**config.mk**
```make
export PLATFORM = sky130hd
export DESIGN_NAME = cfglk_top
export DESIGN_NICKNAME = d
export VERILOG_FILES = /design/src/pkg/cfglk_pkg.sv /design/src/pkg/cfglk_lock_if.sv /design/src/verilog/cfglk_access.sv /design/src/verilog/cfglk_top.sv
export SDC_FILE = /design/constraint.sdc
export NUM_CORES = 1
export LEC_CHECK = 0
export BUFFER_PORTS_ARGS = -buffer_cell sky130_fd_sc_hd__buf_2
export CELL_PAD_IN_SITES_DETAIL_PLACEMENT = 1
export CELL_PAD_IN_SITES_GLOBAL_PLACEMENT = 1
export CORE_MARGIN = 2
export CORE_UTILIZATION = 30
export DETAILED_ROUTE_END_ITERATION = 12
export HOLD_SLACK_MARGIN = 0.1
export PLACE_DENSITY = 0.71
export SYNTH_ARGS = -nofsm -noshare
export SYNTH_HDL_FRONTEND = slang
export SYNTH_HIERARCHICAL = 1
export SYNTH_SLANG_ARGS = --single-unit
```
**constraint.sdc**
```tcl
create_clock -name i_clk -period 3.55 [get_ports i_clk]
set_clock_uncertainty 0.1 [all_clocks]
set_input_delay 0.355 -clock i_clk [delete_from_list [all_inputs] [get_ports i_clk]]
set_output_delay 0.355 -clock i_clk [all_outputs]
set_load 0.01 [all_outputs]
```
**src/pkg/cfglk_pkg.sv**
```systemverilog
package cfglk_pkg;

   // ---------------------------------------------------------------
   // option byte layout
   // ---------------------------------------------------------------
   localparam int unsigned OPT_W = 8;
   localparam int unsigned XD_ADDR_W = 16;
   localparam int unsigned AREA_W = 3;
   localparam int unsigned WDT_CLK_BIT = 7;
   localparam int unsigned RST_PIN_DIS_BIT = 6;
   localparam int unsigned PORT_RST_LVL_BIT = 5;
   localparam int unsigned BOD_LVL_BIT = 4;
   localparam int unsigned RSVD_HI_BIT = 3;
   localparam int unsigned RSVD_LO_BIT = 2;
   localparam int unsigned OSC_SEL_HI_BIT = 1;
   localparam int unsigned OSC_SEL_LO_BIT = 0;
   localparam int unsigned CODE_LOCK_BIT = 7;
   localparam int unsigned DATA_LOCK_BIT = 6;

   // erased flash reads as all ones, so this is the value before load
   localparam logic [7:0] OPT_RESET = 8'hff;
   localparam logic [7:0] LOCK_RESET = 8'hff;

   // external-data addresses of the two option bytes
   localparam logic [15:0] OPT_PRIMARY_ADDR = 16'hfff0;
   localparam logic [15:0] SECURITY_LOCK_ADDR = 16'hfff1;

   // nonvolatile fetch select codes
   localparam logic NV_SEL_PRIMARY = 1'b0;
   localparam logic NV_SEL_LOCK = 1'b1;

   // tool area mask bits; several may be set together
   localparam int unsigned AREA_CODE_BIT = 0;
   localparam int unsigned AREA_DATA_BIT = 1;
   localparam int unsigned AREA_CFG_BIT = 2;
   localparam logic [2:0] AREA_ALL = 3'h7;

   // ---------------------------------------------------------------
   // enumerations
   // ---------------------------------------------------------------
   typedef enum logic [1:0] {
      OSC_CRYSTAL = 2'h0,
      OSC_INT_RC = 2'h1,
      OSC_RSVD = 2'h2,
      OSC_EXT_CLK = 2'h3
   } cfglk_osc_t;

   typedef enum logic [1:0] {
      OP_READ = 2'h0,
      OP_PROG = 2'h1,
      OP_ERASE = 2'h2,
      OP_BAD = 2'h3
   } cfglk_op_t;

   // gray order along the load path
   typedef enum logic [1:0] {
      ST_WAIT = 2'h0,
      ST_LOAD1 = 2'h1,
      ST_LOAD2 = 2'h3,
      ST_RUN = 2'h2
   } cfglk_state_t;

endpackage

```
**src/pkg/cfglk_lock_if.sv**
```systemverilog
`timescale 1ns/1ps
`default_nettype none
interface cfglk_lock_if;
   import cfglk_pkg::*;
   logic loaded;
   logic [7:0] lock_byte;
   logic req;
   cfglk_op_t op;
   logic [AREA_W-1:0] area;
   logic grant;
   logic deny;
   logic lock_invalid;
   modport ctrl(output loaded, lock_byte, req, op, area,
                input grant, deny, lock_invalid);
   modport gate(input loaded, lock_byte, req, op, area,
                output grant, deny, lock_invalid);
endinterface
`default_nettype wire

```
**src/verilog/cfglk_access.sv**
```systemverilog
`timescale 1ns/1ps
`default_nettype none
module cfglk_access
   import cfglk_pkg::*;
(
   input wire logic i_clk,
   input wire logic i_rst,
   input wire logic i_ce,
   cfglk_lock_if.gate lk
);

   // ---------------------------------------------------------------
   // lock decode
   // ---------------------------------------------------------------
   wire code_bit = lk.lock_byte[CODE_LOCK_BIT];
   wire data_bit = lk.lock_byte[DATA_LOCK_BIT];
   wire combo_bad = code_bit & ~data_bit;
   // the unsupported code is treated as fully locked, the safe side
   wire code_open = code_bit & ~combo_bad;
   wire data_open = data_bit & ~combo_bad;
   // option bytes are shut as soon as either lock is set
   wire cfg_open = code_open & data_open;
   wire area_ok = (~lk.area[AREA_CODE_BIT] | code_open) &
                  (~lk.area[AREA_DATA_BIT] | data_open) &
                  (~lk.area[AREA_CFG_BIT] | cfg_open);
   // a whole-chip erase stays legal so a locked part can be reused
   wire chip_erase = (lk.op == OP_ERASE) && (lk.area == AREA_ALL);
   wire op_ok = (lk.op != OP_BAD) && (lk.area != '0);
   wire next_grant = lk.req & lk.loaded & op_ok & (area_ok | chip_erase);
   wire next_deny = lk.req & ~next_grant;

   // ---------------------------------------------------------------
   // registered answer, one cycle after the request
   // ---------------------------------------------------------------
   always_ff @(posedge i_clk) begin
      if (i_rst) begin
         lk.grant <= 1'b0;
         lk.deny <= 1'b0;
         lk.lock_invalid <= 1'b0;
      end else if (i_ce) begin
         lk.grant <= next_grant;
         lk.deny <= next_deny;
         lk.lock_invalid <= lk.loaded & combo_bad;
      end
   end

   // ---------------------------------------------------------------
   // checks
   // ---------------------------------------------------------------
   code_read_block_a: assert property (
      @(posedge i_clk) disable iff (i_rst)
      i_ce && lk.req && lk.loaded && !code_bit && lk.op == OP_READ &&
      lk.area[AREA_CODE_BIT] |=> lk.deny && !lk.grant)
      else $error("code area read granted while code locked");

   data_read_block_a: assert property (
      @(posedge i_clk) disable iff (i_rst)
      i_ce && lk.req && lk.loaded && !data_bit && lk.op != OP_ERASE &&
      lk.area[AREA_DATA_BIT] |=> lk.deny)
      else $error("data area access granted while data locked");

   open_access_a: assert property (
      @(posedge i_clk) disable iff (i_rst)
      i_ce && lk.req && lk.loaded && code_bit && data_bit &&
      lk.op != OP_BAD && lk.area != '0 |=> lk.grant)
      else $error("unlocked access refused");

   bad_combo_a: assert property (
      @(posedge i_clk) disable iff (i_rst)
      i_ce && lk.req && lk.loaded && combo_bad && lk.op == OP_READ
      |=> lk.deny)
      else $error("unsupported lock combination let a read through");

   cov_locked_read: cover property (@(posedge i_clk)
      lk.req && !code_bit && lk.op == OP_READ ##1 lk.deny);
   cov_chip_erase: cover property (@(posedge i_clk)
      lk.req && !code_bit && chip_erase ##1 lk.grant);

endmodule
`default_nettype wire

```
**src/verilog/cfglk_top.sv**
```systemverilog
`timescale 1ns/1ps
`default_nettype none
module cfglk_top
   import cfglk_pkg::*;
#(
   parameter int unsigned NPINS = 8
)(
   input wire logic i_clk,
   input wire logic i_rst,
   input wire logic i_ce,
   output logic o_nv_rd,
   output logic o_nv_sel,
   input wire logic i_nv_ack,
   input wire logic [OPT_W-1:0] i_nv_data,
   output logic o_cfg_loaded,
   output logic o_watchdog_clock_select,
   output logic o_reset_pin_disable,
   output logic o_port_reset_level,
   output logic o_brownout_level_select,
   output logic o_osc_source_sel_hi,
   output logic o_osc_source_sel_lo,
   output logic o_osc_sel_reserved,
   input wire logic i_xd_rd,
   input wire logic [XD_ADDR_W-1:0] i_xd_addr,
   output logic [OPT_W-1:0] o_xd_rdata,
   output logic o_xd_hit,
   input wire logic i_tool_req,
   input wire logic [1:0] i_tool_op,
   input wire logic [AREA_W-1:0] i_tool_area,
   output logic o_tool_grant,
   output logic o_tool_deny,
   output logic o_lock_invalid,
   output logic o_code_area_lock,
   output logic o_data_area_lock,
   input wire logic i_in_circuit_programming,
   output logic o_pin_quasi,
   output logic [NPINS-1:0] o_port_latch_init
);

   // ---------------------------------------------------------------
   // elaboration checks
   // ---------------------------------------------------------------
   if (NPINS < 1 || NPINS > 64) begin : g_bad_npins
      $error("NPINS must lie between 1 and 64");
   end

   // ---------------------------------------------------------------
   // state and storage
   // ---------------------------------------------------------------
   cfglk_state_t state;
   cfglk_state_t next_state;
   logic [OPT_W-1:0] opt_primary;
   logic [OPT_W-1:0] opt_lock;
   logic icp_q;

   cfglk_lock_if lk();

   // ---------------------------------------------------------------
   // load sequencer
   // ---------------------------------------------------------------
   // one fetch per byte; the run state has no way back, so only an
   // i_rst reset can reload the settings
   wire ack_primary = (state == ST_LOAD1) && i_nv_ack;
   wire ack_lock = (state == ST_LOAD2) && i_nv_ack;

   always_comb begin
      next_state = state;
      unique case (state)
         ST_WAIT: next_state = ST_LOAD1;
         ST_LOAD1: begin
            if (i_nv_ack) begin
               next_state = ST_LOAD2;
            end
         end
         ST_LOAD2: begin
            if (i_nv_ack) begin
               next_state = ST_RUN;
            end
         end
         ST_RUN: next_state = ST_RUN;
      endcase
   end

   // fetch strobes: pulse in the cycle a byte is first asked for
   wire next_nv_rd = (state == ST_WAIT) || ack_primary;
   wire next_nv_sel = ack_primary ? NV_SEL_LOCK :
                      (state == ST_LOAD2) ? NV_SEL_LOCK : NV_SEL_PRIMARY;

   // sequencer and fetch port
   always_ff @(posedge i_clk) begin
      if (i_rst) begin
         state <= ST_WAIT;
         o_nv_rd <= 1'b0;
         o_nv_sel <= NV_SEL_PRIMARY;
      end else if (i_ce) begin
         state <= next_state;
         o_nv_rd <= next_nv_rd;
         o_nv_sel <= next_nv_sel;
      end
   end

   always_ff @(posedge i_clk) begin
      if (i_rst) begin
         opt_primary <= OPT_RESET;
         opt_lock <= LOCK_RESET;
      end else if (i_ce) begin
         if (ack_primary) begin
            opt_primary <= i_nv_data;
         end
         if (ack_lock) begin
            opt_lock <= i_nv_data;
         end
      end
   end

   // ---------------------------------------------------------------
   // setting decode
   // ---------------------------------------------------------------
   // watchdog clock
   wire dec_wdt = opt_primary[WDT_CLK_BIT];
   wire dec_rst_dis = opt_primary[RST_PIN_DIS_BIT];
   wire dec_port_lvl = opt_primary[PORT_RST_LVL_BIT];
   // brownout level, 1 picks the lower threshold
   wire dec_bod = opt_primary[BOD_LVL_BIT];
   // oscillator selector, hi bit on top
   wire [1:0] dec_osc = {opt_primary[OSC_SEL_HI_BIT],
                         opt_primary[OSC_SEL_LO_BIT]};
   // the reserved code is flagged; the clock unit falls back
   wire dec_osc_rsvd = (cfglk_osc_t'(dec_osc) == OSC_RSVD);
   // bits RSVD_HI_BIT and RSVD_LO_BIT feed no setting output; only the cpu read sees them

   // decoded settings are registered so outputs are plain flops
   always_ff @(posedge i_clk) begin
      if (i_rst) begin
         o_watchdog_clock_select <= OPT_RESET[WDT_CLK_BIT];
         o_reset_pin_disable <= OPT_RESET[RST_PIN_DIS_BIT];
         o_port_reset_level <= OPT_RESET[PORT_RST_LVL_BIT];
         o_brownout_level_select <= OPT_RESET[BOD_LVL_BIT];
         o_osc_source_sel_hi <= OPT_RESET[OSC_SEL_HI_BIT];
         o_osc_source_sel_lo <= OPT_RESET[OSC_SEL_LO_BIT];
         o_osc_sel_reserved <= 1'b0;
         o_code_area_lock <= 1'b0;
         o_data_area_lock <= 1'b0;
         o_cfg_loaded <= 1'b0;
      end else if (i_ce) begin
         o_watchdog_clock_select <= dec_wdt;
         o_reset_pin_disable <= dec_rst_dis;
         o_port_reset_level <= dec_port_lvl;
         o_brownout_level_select <= dec_bod;
         o_osc_source_sel_hi <= dec_osc[1];
         o_osc_source_sel_lo <= dec_osc[0];
         o_osc_sel_reserved <= dec_osc_rsvd;
         // lock outputs read high while a region's raw lock bit is clear
         o_code_area_lock <= ~opt_lock[CODE_LOCK_BIT];
         o_data_area_lock <= ~opt_lock[DATA_LOCK_BIT];
         o_cfg_loaded <= (state == ST_RUN);
      end
   end

   // ---------------------------------------------------------------
   // processor read of the option bytes
   // ---------------------------------------------------------------
   // address decode
   wire hit_primary = i_xd_rd && (i_xd_addr == OPT_PRIMARY_ADDR);
   wire hit_lock = i_xd_rd && (i_xd_addr == SECURITY_LOCK_ADDR);
   wire [OPT_W-1:0] xd_sel = hit_primary ? opt_primary :
                             hit_lock ? opt_lock : '0;

   // the cpu path ignores the locks: they only gate the tool port
   always_ff @(posedge i_clk) begin
      if (i_rst) begin
         o_xd_rdata <= '0;
         o_xd_hit <= 1'b0;
      end else if (i_ce) begin
         o_xd_rdata <= xd_sel;
         o_xd_hit <= hit_primary | hit_lock;
      end
   end

   // ---------------------------------------------------------------
   // tool access gate
   // ---------------------------------------------------------------
   // area mask lets code and data go singly or together
   assign lk.loaded = (state == ST_RUN);
   assign lk.lock_byte = opt_lock;
   assign lk.req = i_tool_req;
   assign lk.op = cfglk_op_t'(i_tool_op);
   assign lk.area = i_tool_area;

   cfglk_access u_access (
      .i_clk(i_clk),
      .i_rst(i_rst),
      .i_ce(i_ce),
      .lk(lk.gate)
   );

   assign o_tool_grant = lk.grant;
   assign o_tool_deny = lk.deny;
   assign o_lock_invalid = lk.lock_invalid;

   // ---------------------------------------------------------------
   // pin state on programming entry
   // ---------------------------------------------------------------
   // quasi mode, all high
   wire [NPINS-1:0] next_latch = i_in_circuit_programming ? '1 :
                                 {NPINS{dec_port_lvl}};

   // latch init follows the level bit but is overridden while the
   // tool holds the part, so no pin fights the programming lines
   always_ff @(posedge i_clk) begin
      if (i_rst) begin
         icp_q <= 1'b0;
         o_pin_quasi <= 1'b0;
         o_port_latch_init <= {NPINS{OPT_RESET[PORT_RST_LVL_BIT]}};
      end else if (i_ce) begin
         icp_q <= i_in_circuit_programming;
         o_pin_quasi <= i_in_circuit_programming;
         o_port_latch_init <= next_latch;
      end
   end

   // ---------------------------------------------------------------
   // checks
   // ---------------------------------------------------------------
   settings_frozen_a: assert property (
      @(posedge i_clk) disable iff (i_rst)
      state == ST_RUN |=> $stable(opt_primary) && $stable(opt_lock))
      else $error("option bytes changed during run");

   load_order_a: assert property (
      @(posedge i_clk) disable iff (i_rst)
      i_ce && ack_lock |=> state == ST_RUN && opt_lock == $past(i_nv_data))
      else $error("lock byte not captured on its ack");

   xd_read_a: assert property (
      @(posedge i_clk) disable iff (i_rst)
      i_ce && hit_primary |=> o_xd_hit && o_xd_rdata == $past(opt_primary))
      else $error("primary option byte read wrong");

   wdt_decode_a: assert property (
      @(posedge i_clk) disable iff (i_rst)
      i_ce |=> o_watchdog_clock_select == $past(opt_primary[WDT_CLK_BIT]))
      else $error("watchdog clock select mismatch");

   osc_decode_a: assert property (
      @(posedge i_clk) disable iff (i_rst)
      i_ce && opt_primary[1:0] == 2'h2 |=> o_osc_sel_reserved &&
      o_osc_source_sel_hi && !o_osc_source_sel_lo)
      else $error("reserved oscillator code not flagged");

   icp_pins_a: assert property (
      @(posedge i_clk) disable iff (i_rst)
      i_ce && i_in_circuit_programming |=> o_pin_quasi &&
      o_port_latch_init == {NPINS{1'b1}})
      else $error("pins not quasi high on programming entry");

   port_level_a: assert property (
      @(posedge i_clk) disable iff (i_rst)
      i_ce && !i_in_circuit_programming && !dec_port_lvl
      |=> o_port_latch_init == '0)
      else $error("port latch init ignores reset level bit");

   rst_pin_decode_a: assert property (
      @(posedge i_clk) disable iff (i_rst)
      i_ce |=> o_reset_pin_disable == $past(opt_primary[RST_PIN_DIS_BIT]))
      else $error("reset pin disable mismatch");

   port_lvl_decode_a: assert property (
      @(posedge i_clk) disable iff (i_rst)
      i_ce |=> o_port_reset_level == $past(opt_primary[PORT_RST_LVL_BIT]))
      else $error("port reset level mismatch");

   bod_decode_a: assert property (
      @(posedge i_clk) disable iff (i_rst)
      i_ce |=> o_brownout_level_select == $past(opt_primary[BOD_LVL_BIT]))
      else $error("brownout level select mismatch");

   osc_bits_a: assert property (
      @(posedge i_clk) disable iff (i_rst)
      i_ce |=> o_osc_source_sel_hi == $past(opt_primary[1]) &&
      o_osc_source_sel_lo == $past(opt_primary[0]))
      else $error("oscillator select bits mismatch");

   code_lock_out_a: assert property (
      @(posedge i_clk) disable iff (i_rst)
      i_ce |=> o_code_area_lock == !$past(opt_lock[CODE_LOCK_BIT]))
      else $error("code area lock output mismatch");

   data_lock_out_a: assert property (
      @(posedge i_clk) disable iff (i_rst)
      i_ce |=> o_data_area_lock == !$past(opt_lock[DATA_LOCK_BIT]))
      else $error("data area lock output mismatch");

   lock_invalid_a: assert property (
      @(posedge i_clk) disable iff (i_rst)
      i_ce && state == ST_RUN |=>
      o_lock_invalid == (opt_lock[7] && !opt_lock[6]))
      else $error("unsupported lock code not flagged");

   fetch_pulse_a: assert property (
      @(posedge i_clk) disable iff (i_rst)
      i_ce && o_nv_rd |=> !o_nv_rd)
      else $error("fetch request longer than one cycle");

   run_no_fetch_a: assert property (
      @(posedge i_clk) disable iff (i_rst)
      state == ST_RUN |=> state == ST_RUN && !o_nv_rd)
      else $error("option bytes fetched again during run");

   loaded_flag_a: assert property (
      @(posedge i_clk) disable iff (i_rst)
      i_ce |=> o_cfg_loaded == ($past(state) == ST_RUN))
      else $error("loaded flag out of step with sequencer");

   ce_freeze_a: assert property (
      @(posedge i_clk) disable iff (i_rst)
      !i_ce |=> $stable(state) && $stable(o_pin_quasi) &&
      $stable(o_port_latch_init))
      else $error("state moved while clock enable low");

   xd_lock_read_a: assert property (
      @(posedge i_clk) disable iff (i_rst)
      i_ce && hit_lock |=> o_xd_hit && o_xd_rdata == $past(opt_lock))
      else $error("lock byte read wrong");

   xd_miss_a: assert property (
      @(posedge i_clk) disable iff (i_rst)
      i_ce && !hit_primary && !hit_lock |=> !o_xd_hit && o_xd_rdata == '0)
      else $error("option byte hit on a foreign address");

   cov_load_done: cover property (@(posedge i_clk)
      state == ST_LOAD2 && i_nv_ack ##1 state == ST_RUN);
   cov_icp_entry: cover property (@(posedge i_clk)
      !icp_q && i_in_circuit_programming ##1 o_pin_quasi);
   cov_xd_lock: cover property (@(posedge i_clk) hit_lock ##1 o_xd_hit);

endmodule
`default_nettype wire

```
==> key figures, run 1 <==
Floorplan
  • Die ar.: between 7000 and 8000 um^2
  • Top-level I/O count: between 60 and 70
  • Die Wd: about 84 um
  • Initial core utilization: 0.308
  • Die Y: 84.5 um
  • Core footprint: 6310 um^2
  • Standard-cell rows: 29

Routing
  • 1st-pass router iterations: 4
  • # DRC: 0
  • Avg WL per Cell: about 14 um
  • Final WL: approximately 4800 um
  • Number of DRC markers in iteration 0: roughly 50
  • Vias: ~1600
  • DRT antenna net count: 0
  • Routed vias/inst: between 4 and 5

Yosys
  • Gate Count Post-Synth: 199
  • Syn_nets: around 240
  • Seq cells post-synth: between 40 and 50
  • Synthesized area: ~2000 um^2
  • Avg Cell Area, Syn: 9.76 um^2
  • Yosys top cell by area: dfxtp_1
  • YS warnings: 6
  • Synth top area share: 0.454
  • Register area share after synthesis: 0.454
  • Yosys cell types: 36
  • Synth area leaders: dfxtp_1, a211o_1, mux2i_1

Final layout
  • Non-filler cells, final: ~340
  • Final Net Count: 293
  • Antenna fix cells: 0
  • Most frequent cells in the layout: buf_2, dfxtp_1, nand2_1
  • Layout cell share with drive strength beyond 1: 0.349
  • Final Cell Area: approximately 2400 um^2
  • Layout area overhead: 22.9%
  • Most common cell after layout, fill and taps aside: buf_2

Global routing
  • Vias in the first global route: approximately 1600
  • Largest net degree at the start of global routing: 38
  • Overall Global Routing Usage: 0.138
  • Total gr overflow: 0
  • First-pass GRT wire length: 7910 um
  • Initial antenna violation count: 0

Timing
  • Final period util: 0.484
  • Fin. Hold Viols: 0
  • Post-route setup TNS: 0 ps
  • Unrepaired setup endpoints after global routing: no
  • # setup viols final: 0
  • Rel. slew slack: 0.562
  • Worst-Margin Slew: around 660 ps
  • Maximum clock rate: 582 MHz
  • Final Max Tran Viols: 0
  • Crit path time final: between 1500 and 2000 ps

Clock tree
  • CTS buffer count: 5
  • Maximum root-to-sink buffer count: 2
  • Clock slew at reported path FFs: 90 ps
  • Post-CTS Setup Bufs: 0
  • CTS tree: yes
  • CTS H-tree lvls: 2
  • Clock Sinks: between 40 and 50
  • CTS root buf: clkbuf_8
  • CTS hold repair buffers: 0
  • Post-cts resize count: 0
  • Clk_lat worst skew: approximately 300 ps

Run
  • Max-capacitance violation count: 0

Setup path
  • Required time worst endpoint: approximately 3600 ps
  • Critical Path Start: i_ce
  • Critical path arrival: roughly 1800 ps
  • CP endpoint kind: flop
  • Critical path startpoint category: input port
  • Setup slack, reg-to-reg: between 1500 and 2000 ps
  • Worst r2r src: state[0]
  • Class of the most critical setup path: in2reg
  • Critical path peak fanout: 37

Power and ir drop
  • PwrDens: about 420 nW/um^2
  • LEAKAGE: 1.03 nW
  • Worst vdd ir: between 0.15 and 0.2 mV

Place
  • Placer Congestion: 0.807
  • HPWL Detailed: ~3500 um
  • Dpl cells: around 330
  • Number of port buffers: 68
  • Placed cell areas: ~2300 um^2

Hold path
  • Hold path start: i_nv_data[0]
  • Hold WC Path Type: in2reg

Status
  • Status: finished clean
## logic make-up after synthesis
kind of cell	count (synthesis)	synth area share
multiplexers	11	0.0567
flip-flops	44	0.454
buffers and inverters	22	0.0657
AND/OR/NAND/NOR	83	0.244
AO/OA/AOI/OAI	39	0.180
## synth_stat cells
cell type	n
dfxtp_1	44
nand2_1	28
a211o_1	15
mux2i_1	11
nor2_1	11
and2_1	9
nor2b_1	9
nand3b_1	8
o31ai_2	8
buf_4	7
a21oi_1	6
inv_1	5
clkbuf_1	4
nand2b_1	4
buf_2	3
nand4b_1	3
o211ai_1	3
buf_6	2
nand4_1	2
a211oi_1	1
a22oi_1	1
a2bb2oi_2	1
a32o_1	1
and4_1	1
and4b_1	1
and4bb_1	1
buf_1	1
nand3_1	1
nand4_4	1
nor3_1	1
nor3_2	1
o21ai_0	1
o22ai_2	1
o311ai_1	1
or2_2	1
or4_4	1
## through the flow
step	setup slack, ps	utilization	hold WS, ps	power [mW]
after floorplan	2160	-	324	0.581
after global placement	1570	0.359	329	0.621
after CTS	1820	0.378	173	1.02
after global routing	1720	0.378	180	1.05
final	1830	0.378	184	1.00
after detailed placement	1500	0.359	346	0.624
## report_power, final
group | internal (mW) | switching [mW] | total, mW | leakage (nW)
Clock | 0.212 | 0.181 | 0.393 | 0.0583
Combinational | 0.0443 | 0.0498 | 0.0941 | 0.614
Sequential | 0.507 | 0.00972 | 0.517 | 0.358
## registers in the layout (all words and copies together) (netlist names), 2 cells and up
signal	flops
lk.lock_byte	8
o_xd_rdata	8
opt_primary	8
state	2
## worst max-delay path, cell delays in order
cell	delay, ps
buf_2	490
nand4b_1	400
and2_1	300
a211o_1	260
## cell type report
cell class / instances / area [um^2]
sequential: 44 / 881
inverter: 5 / 18.8
timing repair buffer: 68 / 340
multi-input combinational: 133 / 933
tap: 77 / 96.3
clock inverter: 3 / 47.5
clock buffer: 5 / 68.8
fill: 760 / 3930
## routing by layer
metal	up-vias	part of all wire	GRT usage
li1	810	-	-
met1	741	0.47	0.177
met2	49	0.47	0.227
met3	2	0.060	0.0393
met4	0	0.0071	0.0390
met5	-	0	0
## path summary, 6_finish.rpt
path,end,depth (start not counted)
worst max register to register,opt_primary[1],3
worst max-delay path,opt_primary[1],4
worst min register to register,o_xd_rdata[5],2
worst min-delay path,opt_primary[0],2
Note: power is estimated with default switching activity, not from simulation.
==> run 2: changes to the inputs <==
--- a/config.mk
+++ b/config.mk
@@ -5,6 +5,7 @@
 export SDC_FILE = /design/constraint.sdc
 export NUM_CORES = 1
 export LEC_CHECK = 0
+export ABC_AREA = 1
 export BUFFER_PORTS_ARGS = -buffer_cell sky130_fd_sc_hd__buf_2
 export CELL_PAD_IN_SITES_DETAIL_PLACEMENT = 1
 export CELL_PAD_IN_SITES_GLOBAL_PLACEMENT = 1
@@ -12,7 +13,7 @@
 export CORE_UTILIZATION = 30
 export DETAILED_ROUTE_END_ITERATION = 12
 export HOLD_SLACK_MARGIN = 0.1
-export PLACE_DENSITY = 0.71
+export PLACE_DENSITY = 0.78
 export SYNTH_ARGS = -nofsm -noshare
 export SYNTH_HDL_FRONTEND = slang
 export SYNTH_HIERARCHICAL = 1
==> constraint.sdc (replaced) <==
create_clock -name i_clk -period 1.45 [get_ports i_clk]
set_clock_uncertainty 0.1 [all_clocks]
set_input_delay 0.145 -clock i_clk [delete_from_list [all_inputs] [get_ports i_clk]]
set_output_delay 0.145 -clock i_clk [all_outputs]
set_load 0.01 [all_outputs]
==> run 2 against run 1 <==
Final cell count is 27% higher. Sequential share of layout area is 2.0 points lower. Clock power is 99% higher. Largest power group unchanged. Utilization is 4.0 points higher. Routed wire length is 12% higher. Register-to-register slack worse by 1800 ps. Critical path depth is 5 higher. Area after synthesis is 2.1% lower. Total power is 140% higher. Critical path type unchanged. Sequential cell count stayed put.
==> key figures, run 2 <==
Status
  • Status: finished clean (unchanged)

Timing
  • # setup viols final: 0 (unchanged)
  • WHS: 140 ps (was 184 ps)
  • Unrepaired setup endpoints after global routing: no (unchanged)
  • Rel. slew slack: 0.730 (was 0.562)
  • Fin. Hold Viols: 0 (unchanged)
  • Post-route setup TNS: 0 ps (unchanged)
  • Crit path time final: roughly 1200 ps
  • Maximum clock rate: 802 MHz
  • Worst-Margin Slew: 405 ps (was 657 ps)
  • Final Max Tran Viols: 0 (unchanged)
  • Final period util: 0.860

Place
  • Placer Congestion: 0.755 (was 0.807)
  • Number of port buffers: 68 (unchanged)
  • HPWL Detailed: 4060 um (was 3500 um)
  • Placed cell areas: 2310 um^2 (was 2270 um^2)

Yosys
  • Synthesized area: 1900 um^2 (was 1940 um^2)
  • Post-synth ARST share: 0 (unchanged)
  • Number of synthesized flops with an enable pin: 0 (unchanged)
  • YS warnings: 6 (unchanged)
  • Synth Area in Simple Gates: 0.377 (was 0.244)
  • Syn_nets: 307 (was 235)
  • Largest family of logic cells by synthesized area: simple AND/OR/NAND/NOR gates (unchanged)
  • Post-Synth XOR/XNOR Area: 0 (unchanged)
  • Register area share after synthesis: 0.463 (was 0.454)
  • Top-count cell post-synth: nand2_1 (was dfxtp_1)
  • Seq cells post-synth: 44 (unchanged)
  • Synth area leaders: dfxtp_1, nand2_1, nand3_1 (was dfxtp_1, a211o_1, mux2i_1)
  • Yosys top cell by area: dfxtp_1 (unchanged)
  • Commonest cells in the netlist: nand2_1, nand3_1, dfxtp_1 (was dfxtp_1, nand2_1, a211o_1)
  • Compound-Gate Fraction of Synth Area: 0.0619 (was 0.180)
  • Adder-cell share of the synthesized area: 0 (unchanged)
  • Gate Count Post-Synth: 271 (was 199)
  • Yosys cell types: 21 (was 36)
  • Synth top area share: 0.463 (was 0.454)
  • Main flop type after synthesis: dfxtp_1 (unchanged)
  • Mux cell area share after synthesis: 0 (was 0.0567)
  • Avg Cell Area, Syn: 7.01 um^2 (was 9.76 um^2)

Setup path
  • CP endpoint kind: flop (unchanged)
  • Crit path largest cell delay: 520 ps (was 490 ps)
  • Setup slack, reg-to-reg: 210 ps (was 1990 ps)
  • Critical Path, Cell by Cell: dlygate4sd3_1, buf_2, inv_1, nor2_1, buf_4, nand3_1, nand3_1, nand2_1, inv_1 (was buf_2, nand4b_1, and2_1, a211o_1)
  • Critical path's top delay family: buffers and inverters (was simple AND/OR/NAND/NOR gates)
  • Critical path startpoint category: input port (unchanged)
  • Setup crit end: o_xd_rdata[3] (was opt_primary[1])
  • Critical path peak fanout: 8 (was 37)
  • Critical path arrival: 1390 ps (was 1810 ps)
  • Critical Path Start: i_xd_rd (was i_ce)
  • Class of the most critical setup path: in2reg (unchanged)
  • Required time worst endpoint: 1600 ps (was 3640 ps)
  • Worst r2r src: state[0] (unchanged)
  • CP max-delay cell: dlygate4sd3_1 (was buf_2)
  • Reg2reg path depth: 5 (was 3)
  • Cell depth of the worst setup path: 9 (was 4)
  • Buf/Inv on CP: 5 (was 1)
  • Reg-to-Reg End: opt_primary[7] (was opt_primary[1])

Routing
  • Vias: 2013 (was 1602)
  • Avg WL per Cell: 12.5 um (was 14.3 um)
  • 1st-pass router iterations: 4 (unchanged)
  • Number of DRC markers in iteration 0: 58 (was 51)
  • DRT antenna net count: 0 (unchanged)
  • Final WL: 5350 um (was 4790 um)
  • # DRC: 0 (unchanged)
  • Routed vias/inst: 4.71 (was 4.78)

Floorplan
  • Core footprint: 6030 um^2 (was 6310 um^2)
  • Top-level I/O count: 69 (unchanged)
  • Die Wd: 83.6 um (was 84.5 um)
  • Die Y: 83.6 um (was 84.5 um)
  • Die ar.: 6990 um^2 (was 7130 um^2)
  • Initial core utilization: 0.315 (was 0.308)
  • Standard-cell rows: 28 (was 29)

Global routing
  • Overall Global Routing Usage: 0.162 (was 0.138)
  • Initial antenna violation count: 0 (unchanged)
  • Vias in the first global route: 1988 (was 1613)
  • Largest net degree at the start of global routing: 28 (was 38)
  • Total gr overflow: 0 (unchanged)
  • First-pass GRT wire length: 9370 um (was 7910 um)

Clock tree
  • CTS buffer count: 5 (unchanged)
  • Maximum root-to-sink buffer count: 2 (unchanged)
  • CTS tree: yes (unchanged)
  • Clock Sinks: 44 (unchanged)
  • Clk_lat worst skew: 300 ps (about the same)
  • CTS H-tree lvls: 2 (unchanged)
  • Post-CTS Setup Bufs: 0 (unchanged)
  • Clock slew at reported path FFs: 70 ps (was 90 ps)
  • CTS root buf: clkbuf_8 (unchanged)

Power and ir drop
  • Worst vdd ir: 0.339 mV (was 0.174 mV)
  • PwrDens: 944 nW/um^2 (was 421 nW/um^2)
  • LEAKAGE: 1.28 nW (was 1.03 nW)
  • Final total power: 2.38 mW (was 1.00 mW)

Final layout
  • Final Net Count: 387 (was 293)
  • Most frequent cells in the layout: nand2_1, buf_2, nand3_1 (was buf_2, dfxtp_1, nand2_1)
  • Layout area overhead: 32.6% (was 22.9%)
  • Most common cell after layout, fill and taps aside: nand2_1 (was buf_2)
  • Layout cell share with drive strength beyond 1: 0.287 (was 0.349)
  • Antenna fix cells: 0 (unchanged)
  • Final Cell Area: 2520 um^2 (was 2390 um^2)

Run
  • Max-capacitance violation count: 0 (unchanged)

Hold path
  • Hold WC Path Type: in2reg (unchanged)
-- run 2: worst min-delay path by stage --
stage                       from               to  slack, ps  depth (start not counted)
global route            i_nv_ack         state[1]        130                          3
floorplan                  i_rst         state[0]        110                          1
global placement    i_nv_data[4]  lk.lock_byte[4]        290                          3
detailed placement  i_nv_data[5]   opt_primary[5]        280                          3
CTS                     i_nv_ack         state[0]        130                          4
finish                  i_nv_ack         state[1]        140                          3
-- run 2: cell type report --
class	instances	area, um^2
repair buffers	88	531
inverters	23	86.3
flip-flops and latches	44	881
well taps	75	93.8
multi-input cells	189	838
fillers	820	3510
clock buffers	8	90.1
-- run 2: what timing repair did --
item,4_1_cts,5_1_grt
gates resized for setup,0,1
hold buffers,11,0
setup endpoints to repair,0,6
endpoints found under the hold margin,20,0
-- run 2: per-layer routing --
| layer | wire length [um] | global-route usage | vias up |
|---|---|---|---|
| li1 | - | - | 1019 |
| met1 | 2440 | 0.206 | 937 |
| met2 | 2520 | 0.270 | 50 |
| met3 | 314 | 0.0376 | 7 |
| met4 | 70 | 0.0528 | 0 |
| met5 | 0 | 0 | - |
-- run 2: kinds of logic (layout without fill, tap and decap cells) --
| logic type | Yosys count | in the layout |
|---|---|---|
| simple gates | 168 | 168 |
| compound gates | 21 | 21 |
| buf+inv | 38 | 119 |
| flops | 44 | 44 |
-- run 2: through the flow --
stage | utilization | setup WS, ps | std cells
after global placement | 0.384 | 101 | 408
final | 0.418 | 203 | 427
after CTS | 0.417 | 118 | 427
after floorplan | - | 245 | 271
after global routing | 0.418 | 85.1 | 427
after detailed placement | 0.384 | 34.6 | 408
-- run 2: worst register-to-register path, delay by kind of cell (launching register included) --
family,cells,cell delay [ps]
and+or+nand+nor,4,490
DFF,1,430
buffers and inverters,1,160
-- run 2: report_power, final --
part,total (mW),internal [mW],switching [mW],leakage [nW]
Clock,0.782,0.389,0.394,0.0455
Sequential,1.28,1.25,0.0270,0.360
Combinational,0.318,0.140,0.178,0.875
==> run 3: changes to the inputs <==
--- a/config.mk
+++ b/config.mk
@@ -7,13 +7,14 @@
 export LEC_CHECK = 0
 export ABC_AREA = 1
 export BUFFER_PORTS_ARGS = -buffer_cell sky130_fd_sc_hd__buf_2
+export CAP_MARGIN = 20
 export CELL_PAD_IN_SITES_DETAIL_PLACEMENT = 1
 export CELL_PAD_IN_SITES_GLOBAL_PLACEMENT = 1
 export CORE_MARGIN = 2
 export CORE_UTILIZATION = 30
 export DETAILED_ROUTE_END_ITERATION = 12
 export HOLD_SLACK_MARGIN = 0.1
-export PLACE_DENSITY = 0.78
+export PLACE_DENSITY_LB_ADDON = 0.08
 export SYNTH_ARGS = -nofsm -noshare
 export SYNTH_HDL_FRONTEND = slang
 export SYNTH_HIERARCHICAL = 1
==> run 3 against run 2 <==
Routed wire length is 1.5% lower. Largest power group unchanged. Final cell count rose by 0.94%. Worst setup slack improved by 20 ps. Via count shrank 2.3%. Sequential share of layout area is 0.85 points lower. Design area is 2.5% higher. Highest routed layer unchanged.
==> key figures, run 3 (synthesis results as in run 2) <==
Status
  • Status: finished clean (unchanged)

Clock tree
  • Clk_lat worst skew: 300 ps (about the same)
  • CTS buffer count: 5 (unchanged)
  • Clock slew at reported path FFs: 80 ps (was 70 ps)
  • CTS root buf: clkbuf_8 (unchanged)
  • Clock Sinks: 44 (unchanged)
  • Maximum root-to-sink buffer count: 2 (unchanged)
  • CTS tree: yes (unchanged)
  • CTS H-tree lvls: 2 (unchanged)

Setup path
  • CP endpoint kind: flop (unchanged)
  • Reg-to-Reg End: lk.lock_byte[5] (was opt_primary[7])
  • Critical path peak fanout: 8 (unchanged)
  • Critical path startpoint category: input port (unchanged)
  • Worst r2r src: state[0] (unchanged)
  • Reg2reg path depth: 5 (unchanged)
  • Critical path arrival: 1310 ps (was 1390 ps)
  • Setup slack, reg-to-reg: 230 ps (was 210 ps)
  • Class of the most critical setup path: in2reg (unchanged)
  • Required time worst endpoint: 1540 ps (was 1600 ps)

Global routing
  • Overall Global Routing Usage: 0.159 (was 0.162)
  • Busiest layer in global routing: met2 (unchanged)
  • Initial antenna violation count: 0 (unchanged)
  • Vias in the first global route: 1896 (was 1988)
  • Global Route met3 Usage: 0.0455 (was 0.0376)
  • Total gr overflow: 0 (unchanged)
  • GR Util met2: 0.274 (was 0.270)
  • Largest net degree at the start of global routing: 20 (was 28)
  • First-pass GRT wire length: 8910 um (was 9370 um)
  • Met1 Use GR: 0.192 (was 0.206)

Final layout
  • Layout area overhead: 35.9% (was 32.6%)
  • Antenna fix cells: 0 (unchanged)
  • Most frequent cells in the layout: nand2_1, buf_2, nand3_1 (unchanged)
  • Final Cell Area: 2580 um^2 (was 2520 um^2)
  • Layout cell share with drive strength beyond 1: 0.295 (was 0.287)
  • Most common cell after layout, fill and taps aside: nand2_1 (unchanged)
  • Final Net Count: 391 (was 387)

Timing
  • Fin. Hold Viols: 0 (unchanged)
  • Final Max Tran Viols: 0 (unchanged)
  • Unrepaired setup endpoints after global routing: no (unchanged)
  • Worst-Margin Slew: 321 ps (was 405 ps)
  • Maximum clock rate: 816 MHz (was 802 MHz)
  • Crit path time final: 1230 ps (was 1250 ps)
  • Final period util: 0.846 (was 0.860)
  • # setup viols final: 0 (unchanged)
  • Post-route setup TNS: 0 ps (unchanged)
  • Rel. slew slack: 0.786 (was 0.730)

Power and ir drop
  • Worst vdd ir: 0.379 mV (was 0.339 mV)
  • Psw: 626 uW (was 599 uW)
  • Internal: 1.91 mW (was 1.78 mW)
  • LEAKAGE: 1.31 nW (was 1.28 nW)
  • Logic gate share of total power: 0.127 (was 0.134)
  • Clk pwr share: 0.369 (was 0.329)
  • Final total power: 2.53 mW (was 2.38 mW)
  • Sw Share: 0.247 (was 0.252)
  • Power share of the sequential group: 0.504 (was 0.538)
  • PwrDens: 981 nW/um^2 (was 944 nW/um^2)

Floorplan
  • Die Wd: 83.6 um (unchanged)
  • Top-level I/O count: 69 (unchanged)
  • Die Y: 83.6 um (unchanged)
  • Core footprint: 6030 um^2 (unchanged)
  • Die ar.: 6990 um^2 (unchanged)
  • Initial core utilization: 0.315 (unchanged)
  • Standard-cell rows: 28 (unchanged)

Place
  • HPWL Detailed: 3970 um (was 4060 um)
  • Placed cell areas: 2350 um^2 (was 2310 um^2)
  • Placer Congestion: 0.706 (was 0.755)
  • Number of port buffers: 68 (unchanged)

Routing
  • DRT antenna net count: 0 (unchanged)
  • Final WL: 5270 um (was 5350 um)
  • Vias: 1967 (was 2013)
  • Avg WL per Cell: 12.2 um (was 12.5 um)
  • # DRC: 0 (unchanged)
  • Number of DRC markers in iteration 0: 67 (was 58)
  • 1st-pass router iterations: 6 (was 4)
  • Routed vias/inst: 4.56 (was 4.71)

Hold path
  • Hold Path Cell Cnt: 3 (unchanged)
  • Hold WC Path Type: in2reg (unchanged)
  • Hold Path End: o_nv_sel (was state[1])
  • Hold path start: i_ce (was i_nv_ack)

Run
  • Max-capacitance violation count: 0 (unchanged)
[run 3: cell types whose count changed in the layout (fill, tap and decap cells not counted)]
cell / previous run / this run
buf_4: 8 / 10
buf_12: 1 / 2
bufinv_16: 0 / 1
clkbuf_1: 2 / 1
clkbuf_8: 6 / 5
clkinv_2: 0 / 1
dlygate4sd3_1: 11 / 12
[run 3: metal layers]
| metal | vias to the layer above | share of wire |
|---|---|---|
| met1 | 903 | 0.46 |
| met2 | 43 | 0.48 |
| met5 | - | 0 |
| li1 | 1019 | - |
| met4 | 0 | 0.0076 |
| met3 | 2 | 0.050 |
[run 3: worst max path at each step]
stage	start	endpoint	slack (ps)	cells after the start
finish	i_xd_rd	o_xd_rdata[4]	220	9
global route	state[0]	lk.lock_byte[5]	110	5
CTS	state[0]	lk.lock_byte[5]	120	5
detailed placement	state[0]	lk.lock_byte[2]	150	5
global placement	state[0]	lk.lock_byte[6]	210	5
floorplan	state[1]	u_access/lk.deny	240	7
[run 3: final cells by class]
type	instances	area, um^2
sequential	44	881
inverter	23	86.3
multi-input combinational	189	838
tap	75	93.8
clock inverter	2	35.0
clock buffer	6	72.6
fill	807	3440
timing repair buffer	92	576
[run 3: metrics by stage]
step / setup WS [ps] / util / hold slack (ps) / std cells
after CTS: 120 / 0.428 / 103 / 431
final: 224 / 0.429 / 112 / 431
after detailed placement: 153 / 0.390 / 284 / 411
after global placement: 215 / 0.390 / 277 / 411
after global routing: 106 / 0.429 / 103 / 431
after floorplan: 245 / - / 114 / 271
[run 3: timing repair]
item | CTS | global route
setup endpoints to repair | 0 | 1
buffers inserted | 0 | 0
hold buffers | 12 | 0
hold endpoints to repair | 20 | 0
gates resized for setup | 0 | 1
[run 3: power by group through the flow]
stage	Combinational (mW)	Sequential, mW	Clock [mW]
floorplan	0.146	1.32	0
global placement	0.298	1.30	0
detailed placement	0.302	1.31	0
CTS	0.328	1.28	0.962
global route	0.365	1.28	1.02
finish	0.322	1.28	0.936
[run 3: critical path, cell delays in order]
cell	delay, ps
dlygate4sd3_1	520
buf_2	130
inv_1	50
nor2_1	30
buf_4	160
nand3_1	80
nand2_1	50
nor2_1	100
nor2_1	50
